File: src/hdl/ivt_pkg.sv
// constants, types and register map of the interrupt vector and trap unit
//
// Functional notes
// - each node is served by a cpu branch or a peripheral event transfer, per configuration
// - transfer end node uses trap number 0x4C and, at default spacing, vector offset 0x0130
// - upper vector address bits come from the programmable vector segment register
// - vector spacing set by a cpu control field; default spacing four bytes
// - hardware trap forces an immediate reaction that no mask can suppress
// - trap service branches to the vector entry of that trap; class b traps share one entry
// - each trap occurrence sets its own bit in the trap flag register
// - trap pre-empts running code unless an equal or higher trap service is active
// - ordinary and transfer requests do not pre-empt an active trap service
// - each node has a control register: request, enable, four-bit priority
// - an accepted service is interrupted only by a strictly higher priority
package ivt_pkg;

   // ****************************************
   // sizes
   // ****************************************
   localparam int NODE_COUNT = 8;
   localparam int TRAP_COUNT = 8;
   localparam int ADDR_W = 8;
   localparam int DATA_W = 16;

   // ****************************************
   // register indices (word addresses)
   // ****************************************
   localparam logic [7:0] REG_NODE_BASE = 8'h00;
   localparam logic [7:0] REG_VSEG = 8'h10;
   localparam logic [7:0] REG_CPU_CTRL1 = 8'h11;
   localparam logic [7:0] REG_TRAP_FLAGS = 8'h12;
   localparam logic [7:0] REG_EVT_STAT = 8'h13;
   localparam logic [7:0] REG_EVT_EN = 8'h14;
   localparam logic [7:0] REG_EVT_CLR = 8'h15;

   // ****************************************
   // node control and vector field positions, vector reset values
   // ****************************************
   localparam int NC_PRIO_LSB = 0;
   localparam int NC_EN_BIT = 6;
   localparam int NC_REQ_BIT = 7;
   localparam int NC_XFER_BIT = 8;
   localparam int VSC_LSB = 0;
   localparam int VEC_SHIFT_BASE = 2; // spacing 4 bytes at field value zero
   localparam logic [1:0] VSC_RESET = 2'h0;
   localparam logic [7:0] VSEG_RESET = 8'h00;

   // ****************************************
   // trap numbers, trap priorities and event status bits
   // ****************************************
   localparam logic [7:0] EOP_TRAP_NUM = 8'h4C;
   localparam logic [7:0] NODE_TRAP_NUM [NODE_COUNT] = '{8'h4C, 8'h10, 8'h11, 8'h12,
                                                       8'h13, 8'h14, 8'h15, 8'h16};
   // class a: nmi, stack overflow, stack underflow, software break; class b share one vector
   localparam logic [7:0] TRAP_NUM [TRAP_COUNT] = '{8'h02, 8'h04, 8'h06, 8'h08,
                                                  8'h0A, 8'h0A, 8'h0A, 8'h0A};
   localparam logic [1:0] TRAP_PRIO [TRAP_COUNT] = '{2'h3, 2'h3, 2'h3, 2'h3,
                                                   2'h2, 2'h2, 2'h2, 2'h2};
   localparam int EVT_TRAP = 0;
   localparam int EVT_EOP = 1;

   // ****************************************
   // types
   // ****************************************
   typedef struct packed {
      logic xfer_sel;
      logic req;
      logic en;
      logic [3:0] prio;
   } node_ctrl_t;

   typedef struct packed {
      logic valid;
      logic [23:0] vector;
      logic [7:0] trap_num;
      logic [3:0] level;
      logic is_trap;
   } cpu_req_t;

   typedef struct packed {
      logic [ADDR_W-1:0] addr;
      logic [DATA_W-1:0] wdata;
      logic wr;
      logic rd;
   } reg_bus_t;

   typedef enum logic [1:0] {
      ST_IDLE = 2'b01,
      ST_OFFER = 2'b10
   } state_t;

endpackage

File: src/hdl/interrupt_vector_trap_unit.sv
// interrupt node vectoring, event transfer routing and hardware trap handling
`timescale 1ns/1ps
`default_nettype none
module interrupt_vector_trap_unit (
   // clock and reset
   input wire logic clock_i,
   input wire logic rst_n_i,
   // register port
   input wire ivt_pkg::reg_bus_t bus_i,
   output logic [ivt_pkg::DATA_W-1:0] rdata_o,
   // peripheral sources
   input wire logic [ivt_pkg::NODE_COUNT-1:0] node_req_i,
   input wire logic [ivt_pkg::TRAP_COUNT-1:0] trap_cond_i,
   // event transfer unit
   output logic xfer_req_o,
   output logic [2:0] xfer_ch_o,
   input wire logic xfer_done_i,
   input wire logic xfer_last_i,
   // cpu core
   output ivt_pkg::cpu_req_t cpu_req_o,
   input wire logic cpu_ack_i,
   input wire logic cpu_ret_i,
   input wire logic [3:0] ret_level_i,
   input wire logic ret_trap_act_i,
   input wire logic [1:0] ret_trap_prio_i,
   // summary interrupt
   output logic irq_o
);
   import ivt_pkg::*;

   typedef struct packed {
      state_t st;
      node_ctrl_t [NODE_COUNT-1:0] node;
      logic [7:0] vseg;
      logic [1:0] vsc;
      logic [TRAP_COUNT-1:0] tflags;
      logic [TRAP_COUNT-1:0] tpend;
      logic trap_act;
      logic [1:0] trap_prio;
      logic [3:0] level;
      logic [2:0] offer_idx;
      cpu_req_t req;
      logic xfer_req;
      logic [2:0] xfer_ch;
      logic [1:0] evt_st;
      logic [1:0] evt_en;
      logic irq;
      logic [DATA_W-1:0] rdata;
   } unit_state_t;

   unit_state_t r, nx;

   logic [NODE_COUNT-1:0] pend;
   logic [NODE_COUNT-1:0][3:0] prio;
   logic arb_hit;
   logic [2:0] arb_idx;
   logic [3:0] arb_prio;
   logic [2:0] trap_idx;
   logic trap_go;

   // ****************************************
   // helpers
   // ****************************************
   // segment in the top byte, trap number scaled by the spacing below
   function automatic logic [23:0] vec_addr(input logic [7:0] seg, input logic [1:0] vsc,
                                            input logic [7:0] tn);
      logic [15:0] ofs;
      ofs = 16'({8'h00, tn} << (VEC_SHIFT_BASE + int'(vsc)));
      return {seg, ofs};
   endfunction

   // lowest set index wins; class a traps sit at the low indices
   function automatic logic [2:0] first_set(input logic [TRAP_COUNT-1:0] v);
      logic [2:0] k;
      k = 3'h0;
      for (int i = TRAP_COUNT - 1; i >= 0; i--) begin
         if (v[i]) begin
            k = i[2:0];
         end
      end
      return k;
   endfunction

   // ****************************************
   // arbitration among nodes
   // ****************************************
   always_comb begin
      for (int i = 0; i < NODE_COUNT; i++) begin
         pend[i] = r.node[i].req && r.node[i].en;
         prio[i] = r.node[i].prio;
      end
   end

   node_arbiter #(
      .NODES(NODE_COUNT)
   ) u_arb (
      .pend_i(pend),
      .prio_i(prio),
      .floor_i(r.level),
      .hit_o(arb_hit),
      .idx_o(arb_idx),
      .prio_o(arb_prio)
   );

   // a pending trap goes ahead unless an equal or higher trap service runs
   assign trap_idx = first_set(r.tpend);
   assign trap_go = (r.tpend != '0) && (!r.trap_act || TRAP_PRIO[trap_idx] > r.trap_prio);

   // ****************************************
   // next state
   // ****************************************
   always_comb begin
      nx = r;
      nx.xfer_req = 1'b0;
      nx.rdata = '0;
      // register writes first so that hardware sets below win over clears
      if (bus_i.wr) begin
         if (bus_i.addr < REG_NODE_BASE + 8'(NODE_COUNT)) begin
            nx.node[bus_i.addr[2:0]].prio = bus_i.wdata[NC_PRIO_LSB +: 4];
            nx.node[bus_i.addr[2:0]].en = bus_i.wdata[NC_EN_BIT];
            nx.node[bus_i.addr[2:0]].req = bus_i.wdata[NC_REQ_BIT];
            nx.node[bus_i.addr[2:0]].xfer_sel = bus_i.wdata[NC_XFER_BIT];
         end
         unique case (bus_i.addr)
            REG_VSEG: nx.vseg = bus_i.wdata[7:0];
            REG_CPU_CTRL1: nx.vsc = bus_i.wdata[VSC_LSB +: 2];
            REG_TRAP_FLAGS: nx.tflags = r.tflags & ~bus_i.wdata[TRAP_COUNT-1:0];
            REG_EVT_EN: nx.evt_en = bus_i.wdata[1:0];
            REG_EVT_CLR: nx.evt_st = r.evt_st & ~bus_i.wdata[1:0];
            default: ;
         endcase
      end
      // reads answer one cycle later; unmapped words read zero
      if (bus_i.rd) begin
         if (bus_i.addr < REG_NODE_BASE + 8'(NODE_COUNT)) begin
            nx.rdata = 16'({r.node[bus_i.addr[2:0]].xfer_sel, r.node[bus_i.addr[2:0]].req,
                            r.node[bus_i.addr[2:0]].en, 2'b00, r.node[bus_i.addr[2:0]].prio});
         end
         unique case (bus_i.addr)
            REG_VSEG: nx.rdata = 16'(r.vseg);
            REG_CPU_CTRL1: nx.rdata = 16'(r.vsc);
            REG_TRAP_FLAGS: nx.rdata = 16'(r.tflags);
            REG_EVT_STAT: nx.rdata = 16'(r.evt_st);
            REG_EVT_EN: nx.rdata = 16'(r.evt_en);
            default: ;
         endcase
      end
      // service state machine
      unique case (r.st)
         ST_IDLE: begin
            if (trap_go) begin
               // no enable or level can hold a trap back
               nx.req.valid = 1'b1;
               nx.req.is_trap = 1'b1;
               nx.req.trap_num = TRAP_NUM[trap_idx];
               nx.req.vector = vec_addr(r.vseg, r.vsc, TRAP_NUM[trap_idx]);
               nx.req.level = r.level;
               nx.offer_idx = trap_idx;
               nx.st = ST_OFFER;
            end else if (arb_hit && !r.trap_act) begin
               if (r.node[arb_idx].xfer_sel) begin
                  // transfer steals a cycle; no branch and no level change
                  nx.xfer_req = 1'b1;
                  nx.xfer_ch = arb_idx;
                  nx.node[arb_idx].req = 1'b0;
               end else begin
                  nx.req.valid = 1'b1;
                  nx.req.is_trap = 1'b0;
                  nx.req.trap_num = NODE_TRAP_NUM[arb_idx];
                  nx.req.vector = vec_addr(r.vseg, r.vsc, NODE_TRAP_NUM[arb_idx]);
                  nx.req.level = arb_prio;
                  nx.offer_idx = arb_idx;
                  nx.st = ST_OFFER;
               end
            end
         end
         ST_OFFER: begin
            if (cpu_ack_i) begin
               nx.req.valid = 1'b0;
               nx.st = ST_IDLE;
               if (r.req.is_trap) begin
                  nx.trap_act = 1'b1;
                  nx.trap_prio = TRAP_PRIO[r.offer_idx];
                  nx.tpend[r.offer_idx] = 1'b0;
               end else begin
                  nx.level = r.req.level;
                  nx.node[r.offer_idx].req = 1'b0;
               end
            end else if (!r.req.is_trap && trap_go) begin
               // withdraw an unaccepted branch so the trap is not delayed
               nx.req.valid = 1'b0;
               nx.st = ST_IDLE;
            end
         end
         default: begin
            nx.req.valid = 1'b0;
            nx.st = ST_IDLE;
         end
      endcase
      // return from service restores the level the cpu hands back
      if (cpu_ret_i) begin
         nx.level = ret_level_i;
         nx.trap_act = ret_trap_act_i;
         nx.trap_prio = ret_trap_prio_i;
      end
      // hardware sets last: a set in the clearing cycle is kept
      for (int i = 0; i < NODE_COUNT; i++) begin
         if (node_req_i[i]) begin
            nx.node[i].req = 1'b1;
         end
      end
      if (xfer_done_i && xfer_last_i) begin
         nx.node[0].req = 1'b1;
         nx.evt_st[EVT_EOP] = 1'b1;
      end
      nx.tpend = nx.tpend | trap_cond_i;
      nx.tflags = nx.tflags | trap_cond_i;
      if (trap_cond_i != '0) begin
         nx.evt_st[EVT_TRAP] = 1'b1;
      end
      nx.irq = |(nx.evt_st & nx.evt_en);
   end

   // ****************************************
   // state register
   // ****************************************
   always_ff @(posedge clock_i or negedge rst_n_i) begin
      if (!rst_n_i) begin
         r <= '0;
         r.st <= ST_IDLE;
         r.vseg <= VSEG_RESET;
         r.vsc <= VSC_RESET;
      end else begin
         r <= nx;
      end
   end

   assign rdata_o = r.rdata;
   assign xfer_req_o = r.xfer_req;
   assign xfer_ch_o = r.xfer_ch;
   assign cpu_req_o = r.req;
   assign irq_o = r.irq;
endmodule
`default_nettype wire

File: src/hdl/node_arbiter.sv
// picks the highest priority pending node above a floor level
`timescale 1ns/1ps
`default_nettype none
module node_arbiter #(
   parameter int NODES = 8
) (
   // requests
   input wire logic [NODES-1:0] pend_i,
   input wire logic [NODES-1:0][3:0] prio_i,
   input wire logic [3:0] floor_i,
   // result
   output logic hit_o,
   output logic [$clog2(NODES)-1:0] idx_o,
   output logic [3:0] prio_o
);
   // ties go to the lowest index, so scan downward and let later hits replace
   always_comb begin
      hit_o = 1'b0;
      idx_o = '0;
      prio_o = floor_i;
      for (int i = NODES - 1; i >= 0; i--) begin
         if (pend_i[i] && prio_i[i] >= prio_o && prio_i[i] > floor_i) begin
            hit_o = 1'b1;
            idx_o = i[$clog2(NODES)-1:0];
            prio_o = prio_i[i];
         end
      end
   end
endmodule
`default_nettype wire

File: config.mk
export PLATFORM = sky130hd
export DESIGN_NAME = interrupt_vector_trap_unit
export DESIGN_NICKNAME = d
export VERILOG_FILES = /design/src/hdl/ivt_pkg.sv /design/src/hdl/interrupt_vector_trap_unit.sv /design/src/hdl/node_arbiter.sv
export SDC_FILE = /design/constraint.sdc
export NUM_CORES = 1
export LEC_CHECK = 0
export ABC_AREA = 1
export BUFFER_PORTS_ARGS = -buffer_cell sky130_fd_sc_hd__buf_2
export CAP_MARGIN = 10
export CORE_AREA = 5 5 147 177
export CTS_CLUSTER_DIAMETER = 60
export DETAILED_ROUTE_END_ITERATION = 6
export DIE_AREA = 0 0 152 182
export GPL_ROUTABILITY_DRIVEN = 1
export GPL_TIMING_DRIVEN = 0
export HOLD_SLACK_MARGIN = 0.05
export PLACE_DENSITY = 0.63
export SYNTH_ARGS = -nofsm -noshare
export SYNTH_HDL_FRONTEND = slang
export SYNTH_SLANG_ARGS = --single-unit
File: constraint.sdc
create_clock -name clock_i -period 26.3 [get_ports clock_i]
set_input_delay 2.63 -clock clock_i [delete_from_list [all_inputs] [get_ports clock_i]]
set_output_delay 2.63 -clock clock_i [all_outputs]
set_load 0.05 [all_outputs]
Word level (Yosys, flattened, before mapping):

Memory sizes are Yosys's and may differ from the RTL's.
Cells that the tools add are included.
W data, S select, Z words.

* $add $sub $neg: 1
* reductions and logical operators: 48
* order comparisons: 27
* equal/unequal tests: 13
* shift-type cells: 2
* muxes and demuxes: 111
* bitwise logic cells: 13

Operators with widths (count)
* $bwmux W56: 6
* $mux W56: 5
* $demux W7 S3: 6
* $pmux W56 S2: 1
* $mux W41: 2
* $pmux W16 S5: 1
* $mux W74: 1
* $mux W58: 1
* $mux W4: 14
* $eq A8 B5 Y1 const B: 6
* $mux W3: 16
* $mux W8: 6
* $mux W45: 1
* $bmux W7 S3: 2
* $ge A4 B4 Y1: 8
* $gt A4 B4 Y1: 8
* $shl A8 B32 Y16: 1
* $logic_and A1 B1 Y1: 31
* $mux W15: 2
* $mux W7: 4
* $mux W1: 22
* $mux W2: 11
* $mux W6: 3
* $and A8 B8 Y8: 2
* other kinds (32): 55

* memories: 4
* input port bits: 55
* register bits: 157
* ROM bits: 160

Memory list
* (name not given): words 8, width 8, read ports 1, clocked after Yosys merged registers in 0, wr ports 0, RTL line interrupt_vector_trap_unit.sv:170 `nx.req.vector = vec_addr(r.vseg, r.vsc, NODE_TRAP_NUM[arb_idx]);`
* (name not given): words 8, width 8, read ports 1, clocked after Yosys merged registers in 0, wr ports 0, RTL line interrupt_vector_trap_unit.sv:156 `nx.req.vector = vec_addr(r.vseg, r.vsc, TRAP_NUM[trap_idx]);`
* (name not given): words 8, width 2, read ports 1, clocked after Yosys merged registers in 0, wr ports 0, RTL line interrupt_vector_trap_unit.sv:183 `nx.trap_prio = TRAP_PRIO[r.offer_idx];`
* (name not given): words 8, width 2, read ports 1, clocked after Yosys merged registers in 0, wr ports 0, RTL line interrupt_vector_trap_unit.sv:107 `assign trap_go = (r.tpend != '0) && (!r.trap_act || TRAP_PRIO[trap_idx] > r.trap_prio);`

Longest topological paths before layout:

* depth in word-level cells: 43
* gate-level depth with buffers: 94
* gate-level depth less buffers: 92

Modules after synthesis:

A second synthesis with hierarchy kept.

* cell total of the unflattened synthesis: 1359
* area total of the unflattened synthesis: 10055.9 µm²

By module, submodules not included
* interrupt_vector_trap_unit: cells each 1046, instances 1, area each 8044.0 µm²
* node_arbiter: cells each 313, instances 1, area each 2011.9 µm²

Least setup slack after synthesis:

Ideal clock, no wire load.

* kind: register to register
* start point: reg r[69] (netlist name)
* end point: reg r (netlist bit cpu_req_o[1])
* required time: 26183 ps
* arrival: 10217 ps
* clock period less this slack: 10334 ps
* buffers on the path: 2
* cell stages (with the launch flop): 84
* setup slack: 15966 ps
* library setup time: 117 ps
* cell sequence: dfrtp_1 > inv_1 > ha_1 > nand2_1 > nor2_2 > nor2_4 > nand2_4 > o21ai_0 > ha_1 > o21ai_1 > nand2_1 > o21ai_0 > inv_2 > nand2_1 > nand2_2 > nand2_4 > nand2_1 > o21ai_0 > (+48 left out) > a21oi_1 > o21ai_0 > nand2_1 > a21oi_1 > nor4_1 > a21oi_1 > nand2_1 > nor2_2 > a21boi_1 > nor2_1 > nand3_1 > nand2_2 > nor2_8 > nand3_4 > nand3_4 > buf_12 > nand2_1 > nand2_1

* cells in the longest elaborated chain, start to end: 36
* elaborated cells on any way between the ends: 65
* those cells by class: order compare: 16; eq/ne: 1; mux: 29; reduce/logical: 19

Ends and longest elaborated chain
* from (decl): RTL line interrupt_vector_trap_unit.sv:51 `unit_state_t r, nx;`
* from (signal assigned): RTL line interrupt_vector_trap_unit.sv:234 `r <= nx;`
* $ge A4 B4 Y1: RTL line node_arbiter.sv:22 `if (pend_i[i] && prio_i[i] >= prio_o && prio_i[i] > floor_i) begin`
* $logic_and A1 B1 Y1 (2 in a row): RTL line node_arbiter.sv:22
* $mux W4: RTL line node_arbiter.sv:22
* $ge A4 B4 Y1: RTL line node_arbiter.sv:22
* $logic_and A1 B1 Y1 (2 in a row): RTL line node_arbiter.sv:22
* $mux W4: RTL line node_arbiter.sv:22
* $ge A4 B4 Y1: RTL line node_arbiter.sv:22
* $logic_and A1 B1 Y1 (2 in a row): RTL line node_arbiter.sv:22
* (+16 left out)
* $mux W4: RTL line node_arbiter.sv:22
* $ge A4 B4 Y1: RTL line node_arbiter.sv:22
* $logic_and A1 B1 Y1 (2 in a row): RTL line node_arbiter.sv:22
* $mux W3: RTL line node_arbiter.sv:22
* $bmux W7 S3: RTL line interrupt_vector_trap_unit.sv:161 `if (r.node[arb_idx].xfer_sel) begin`
* $mux W7 (implied by the code): RTL line interrupt_vector_trap_unit.sv:161
* $ne A2 B2 Y1 (no line)
* $reduce_and A3 Y1 (no line)

Several ways; a longest one is shown, not always the timed one. The select of a mux whose other input is x is not followed.
A chain may end at the register's enable or synchronous reset.

Worst setup path after layout:

* start point: reg r[69] (netlist name)
* end point: reg r (netlist bit xfer_ch_o[2])

* cells in the longest elaborated chain, start to end: 35
* elaborated cells on any way between the ends: 59
* those cells by class: order compare: 16; mux: 25; reduce/logical: 18

Ends and longest elaborated chain (RTL line)
* $ge A4 B4 Y1: node_arbiter.sv:22
* $logic_and A1 B1 Y1 (2 in a row): node_arbiter.sv:22
* $mux W4: node_arbiter.sv:22
* $ge A4 B4 Y1: node_arbiter.sv:22
* $logic_and A1 B1 Y1 (2 in a row): node_arbiter.sv:22
* $mux W4: node_arbiter.sv:22
* $ge A4 B4 Y1: node_arbiter.sv:22
* $logic_and A1 B1 Y1 (2 in a row): node_arbiter.sv:22
* (+14 left out)
* $logic_and A1 B1 Y1 (2 in a row): node_arbiter.sv:22
* $mux W4: node_arbiter.sv:22
* $ge A4 B4 Y1: node_arbiter.sv:22
* $logic_and A1 B1 Y1 (2 in a row): node_arbiter.sv:22
* $mux W3: node_arbiter.sv:22
* $bmux W7 S3: interrupt_vector_trap_unit.sv:161
* $mux W7 (implied by the code): interrupt_vector_trap_unit.sv:161
* $reduce_and A4 Y1 (no line)

Several ways; a longest one is shown, not always the timed one. The select of a mux whose other input is x is not followed.

==> summary.md <==
| Metric | Value |
|---|---|
| Status | complete, but fails checks |
| Failing checks | DRC |
| Iteration count of the initial detailed-routing pass | 7 |
| Die ar. | 27700 um^2 |
| Achievable Freq | 80.7 MHz |
| CTS Buffer Depth | 2 |
| Initial antenna violation count | 0 |
| Seq pwr share | 30.6% |
| Drt drc | 14 |
| H-tree Lvls | 4 |
| Combinational Power Share | 39.3% |
| Routability Congestion | 0.925 |
| #FFs+latches synth | 145 |
| Worst skew pair latency | 440 ps |
| Post-synthesis cell count | 1323 |
| Row count | 63 |
| Core box area | 24300 um^2 |
| Setup Fix Bufs, Post-CTS | 0 |
| Sw frac | 42.1% |
| Vias | 9513 |
| Mapped Area | 9970 um^2 |
| Req. time, crit path | 26650 ps |
| Endpoints failing setup | 0 |
| Final WL | 32300 um |
| Crit Path Max Fanout | 10 |
| Net Sw Power | 0.000359 W |
| Final ANT Viol Nets | 0 |
| Final Skew | 9.77 ps |
| Clk pin slew, worst setup/hold paths | 70 ps |
| Clock sink total | 145 |
| N_diodes | 0 |
| Clock power share | 30.1% |
| Die Span Y | 182 um |
| Sum of negative setup slack | 0 ps |
| TritonCTS clock tree | built |
| Max stage delay cell, worst path | a21boi_1 |
| Startpoint Class | flop |
| Final period demand of the worst path | 12390 ps |
| Power Dens Cells | 74.2 nW/um^2 |
| Largest net degree at the start of global routing | 80 |
| Worst setup EP type | flop |
| Number of I/O pins | 114 |
| Max-slew headroom | 30.0% |
| Hold/Removal Path Class | reg -> reg |
| Total gr overflow | 0 |
| Layout cells sized above 1 | 17.5% |
| Nets | 1555 |
| Vias in the first global route | 9442 |
| CTS root buffer | clkbuf_16 |
| Worst Path Class, Setup | reg -> reg |
| CTS buffer count | 17 |
| Dpl hpwl | 25300 um |
| Syn. warnings | 0 |
| Maximum VDD drop | 43.1 uV |
| RSZ-0062 raised after global routing | no |
| Tot Pwr | 0.000853 W |
| Die boundary width | 152 um |
| Final Cycle Share | 47.1% |
| Crit path largest cell delay | 510 ps |
| Synth-to-layout area growth | 15.3% |
| Max-slew violations | 0 |
| Worst path most repeated cell | nand2_1 |
| Count of hold-fix buffers inserted at cts | 0 |
| Max cap viols | 0 |
| Worst Tran Pin Value | 1020 ps |
| Resize count post-CTS | 0 |
| Wire length of the first global-routing pass | 51600 um |
| Starting density of the core | 41.1% |
| Final hold vios | 0 |
| Syn Area/Cell | 7.54 um^2 |
| GRT Total Usage | 23.4% |
| Via-to-Cell Ratio | 5.35 |
| P_leak | 5.84 nW |
| Starting DRT DRC Count | 784 |
| P_int | 0.000494 W |
| Crit path DAT | 12740 ps |
| Synth cell types | 49 |
| Seq/Total Area, Yosys | 36.4% |
| DR WL/cell | 18.2 um |
| PortBufs | 84 |
==> power by group through the flow <==
stage	clock network [W]	logic, W	registers [W]
2_1_floorplan	0	0.000241	0.000259
3_3_place_gp	0	0.000328	0.000264
3_5_place_dp	0	0.000330	0.000264
4_1_cts	0.000259	0.000332	0.000261
5_1_grt	0.000268	0.000364	0.000263
6_report	0.000256	0.000335	0.000261
==> kinds of logic after synthesis <==
kind of cell / synth area share (%)
other: 0.0376
DFF: 36.4
buffers and inverters: 13.9
and+or+nand+nor: 24.1
adders and majority gates: 7.65
AOI/OAI and AO/OA: 17.8
muxes: 0.100
==> per-stage QoR <==
step	utilization (%)	std cells	hold WS, ps	setup WS (ps)	area, um^2
after floorplan	-	1333	443	15970	10000
after global placement	44.6	1742	459	14020	10800
after detailed placement	44.8	1743	460	13800	10900
after CTS	47.3	1775	477	13760	11500
after global routing	47.4	1777	496	12420	11500
final	47.4	1777	473	13910	11500
==> flip-flops by register name (all words and copies together), names as in the netlist <==
register	cells
cpu_req_o	33
irq_o	1
prio	32
r	66
rdata_o	9
xfer_ch_o	3
xfer_req_o	1
==> routing by layer <==
| metal | GRT usage, % | part of all wire [%] | wire (um) |
|---|---|---|---|
| met5 | 0 | 0 | 0 |
| met4 | 12.1 | 5.1 | 1660 |
| met3 | 2.91 | 4.4 | 1420 |
| met2 | 40.3 | 49 | 15800 |
| met1 | 28.7 | 42 | 13400 |
==> cells in the mapped netlist (all sizes together) <==
cell	count	share of area, %
conb	1	0.038
dfrtp	144	36
a21boi	1	0.075
nor2	89	3.7
dfstp	1	0.26
a311oi	4	0.35
nand3b	1	0.075
o311ai	1	0.088
inv	170	6.4
nand2	297	12
ha	61	7.7
nor4	12	0.75
o211ai	5	0.38
a22o	2	0.18
dlygate4sd1	1	0.088
a211oi	19	1.4
nor3	14	0.70
clkinv	3	0.11
o21ai	114	5.7
a22oi	4	0.30
o22ai	48	3.0
o21bai	9	0.68
nand4	38	2.4
a21oi	80	4.1
a31oi	2	0.13
o31ai	2	0.15
clkbuf	32	1.3
o2111ai	3	0.26
mux2i	1	0.10
buf	79	6.0
a221oi	8	0.70
nand3	74	4.2
a2111oi	3	0.26
==> worst paths after layout <==
check,to,slack (ps),cells past startpoint,from
max,xfer_ch_o[2],13910,80,r[69]
min,cpu_req_o[17],470,2,cpu_req_o[17]
max reg2reg,xfer_ch_o[2],13910,80,r[69]
min reg2reg,cpu_req_o[17],470,2,cpu_req_o[17]
max in group asynchronous,irq_o,23290,2,rst_n_i
min in group asynchronous,xfer_req_o,2200,1,rst_n_i
==> final cells by class <==
type | count | area (um^2)
multi-input combinational | 903 | 5000
buffer | 112 | 737
fill | 2532 | 12800
inverter | 173 | 649
clock buffer | 17 | 425
sequential | 145 | 3630
tap | 325 | 407
clock inverter | 15 | 188
timing repair buffer | 87 | 464
==> worst max-delay path, delay by kind of cell, from the launching register on <==
kind | cells | cell delay (ps)
buffers and inverters | 10 | 1170
and+or+nand+nor | 37 | 3610
adders and majority gates | 8 | 2420
AOI/OAI and AO/OA | 25 | 4680
DFF | 1 | 380
==> placed cells by master, fill, tap and decap left out, types with 38 or more instances in the layout <==
cell / netlist / final
a21oi_1: 78 / 78
buf_2: 7 / 90
buf_4: 61 / 61
dfrtp_1: 144 / 144
ha_1: 61 / 61
inv_1: 163 / 163
nand2_1: 264 / 264
nand3_1: 67 / 67
nand4_1: 38 / 38
nor2_1: 83 / 83
o21ai_0: 113 / 113
o22ai_1: 48 / 48
Note: power is estimated with default switching activity, not from simulation.
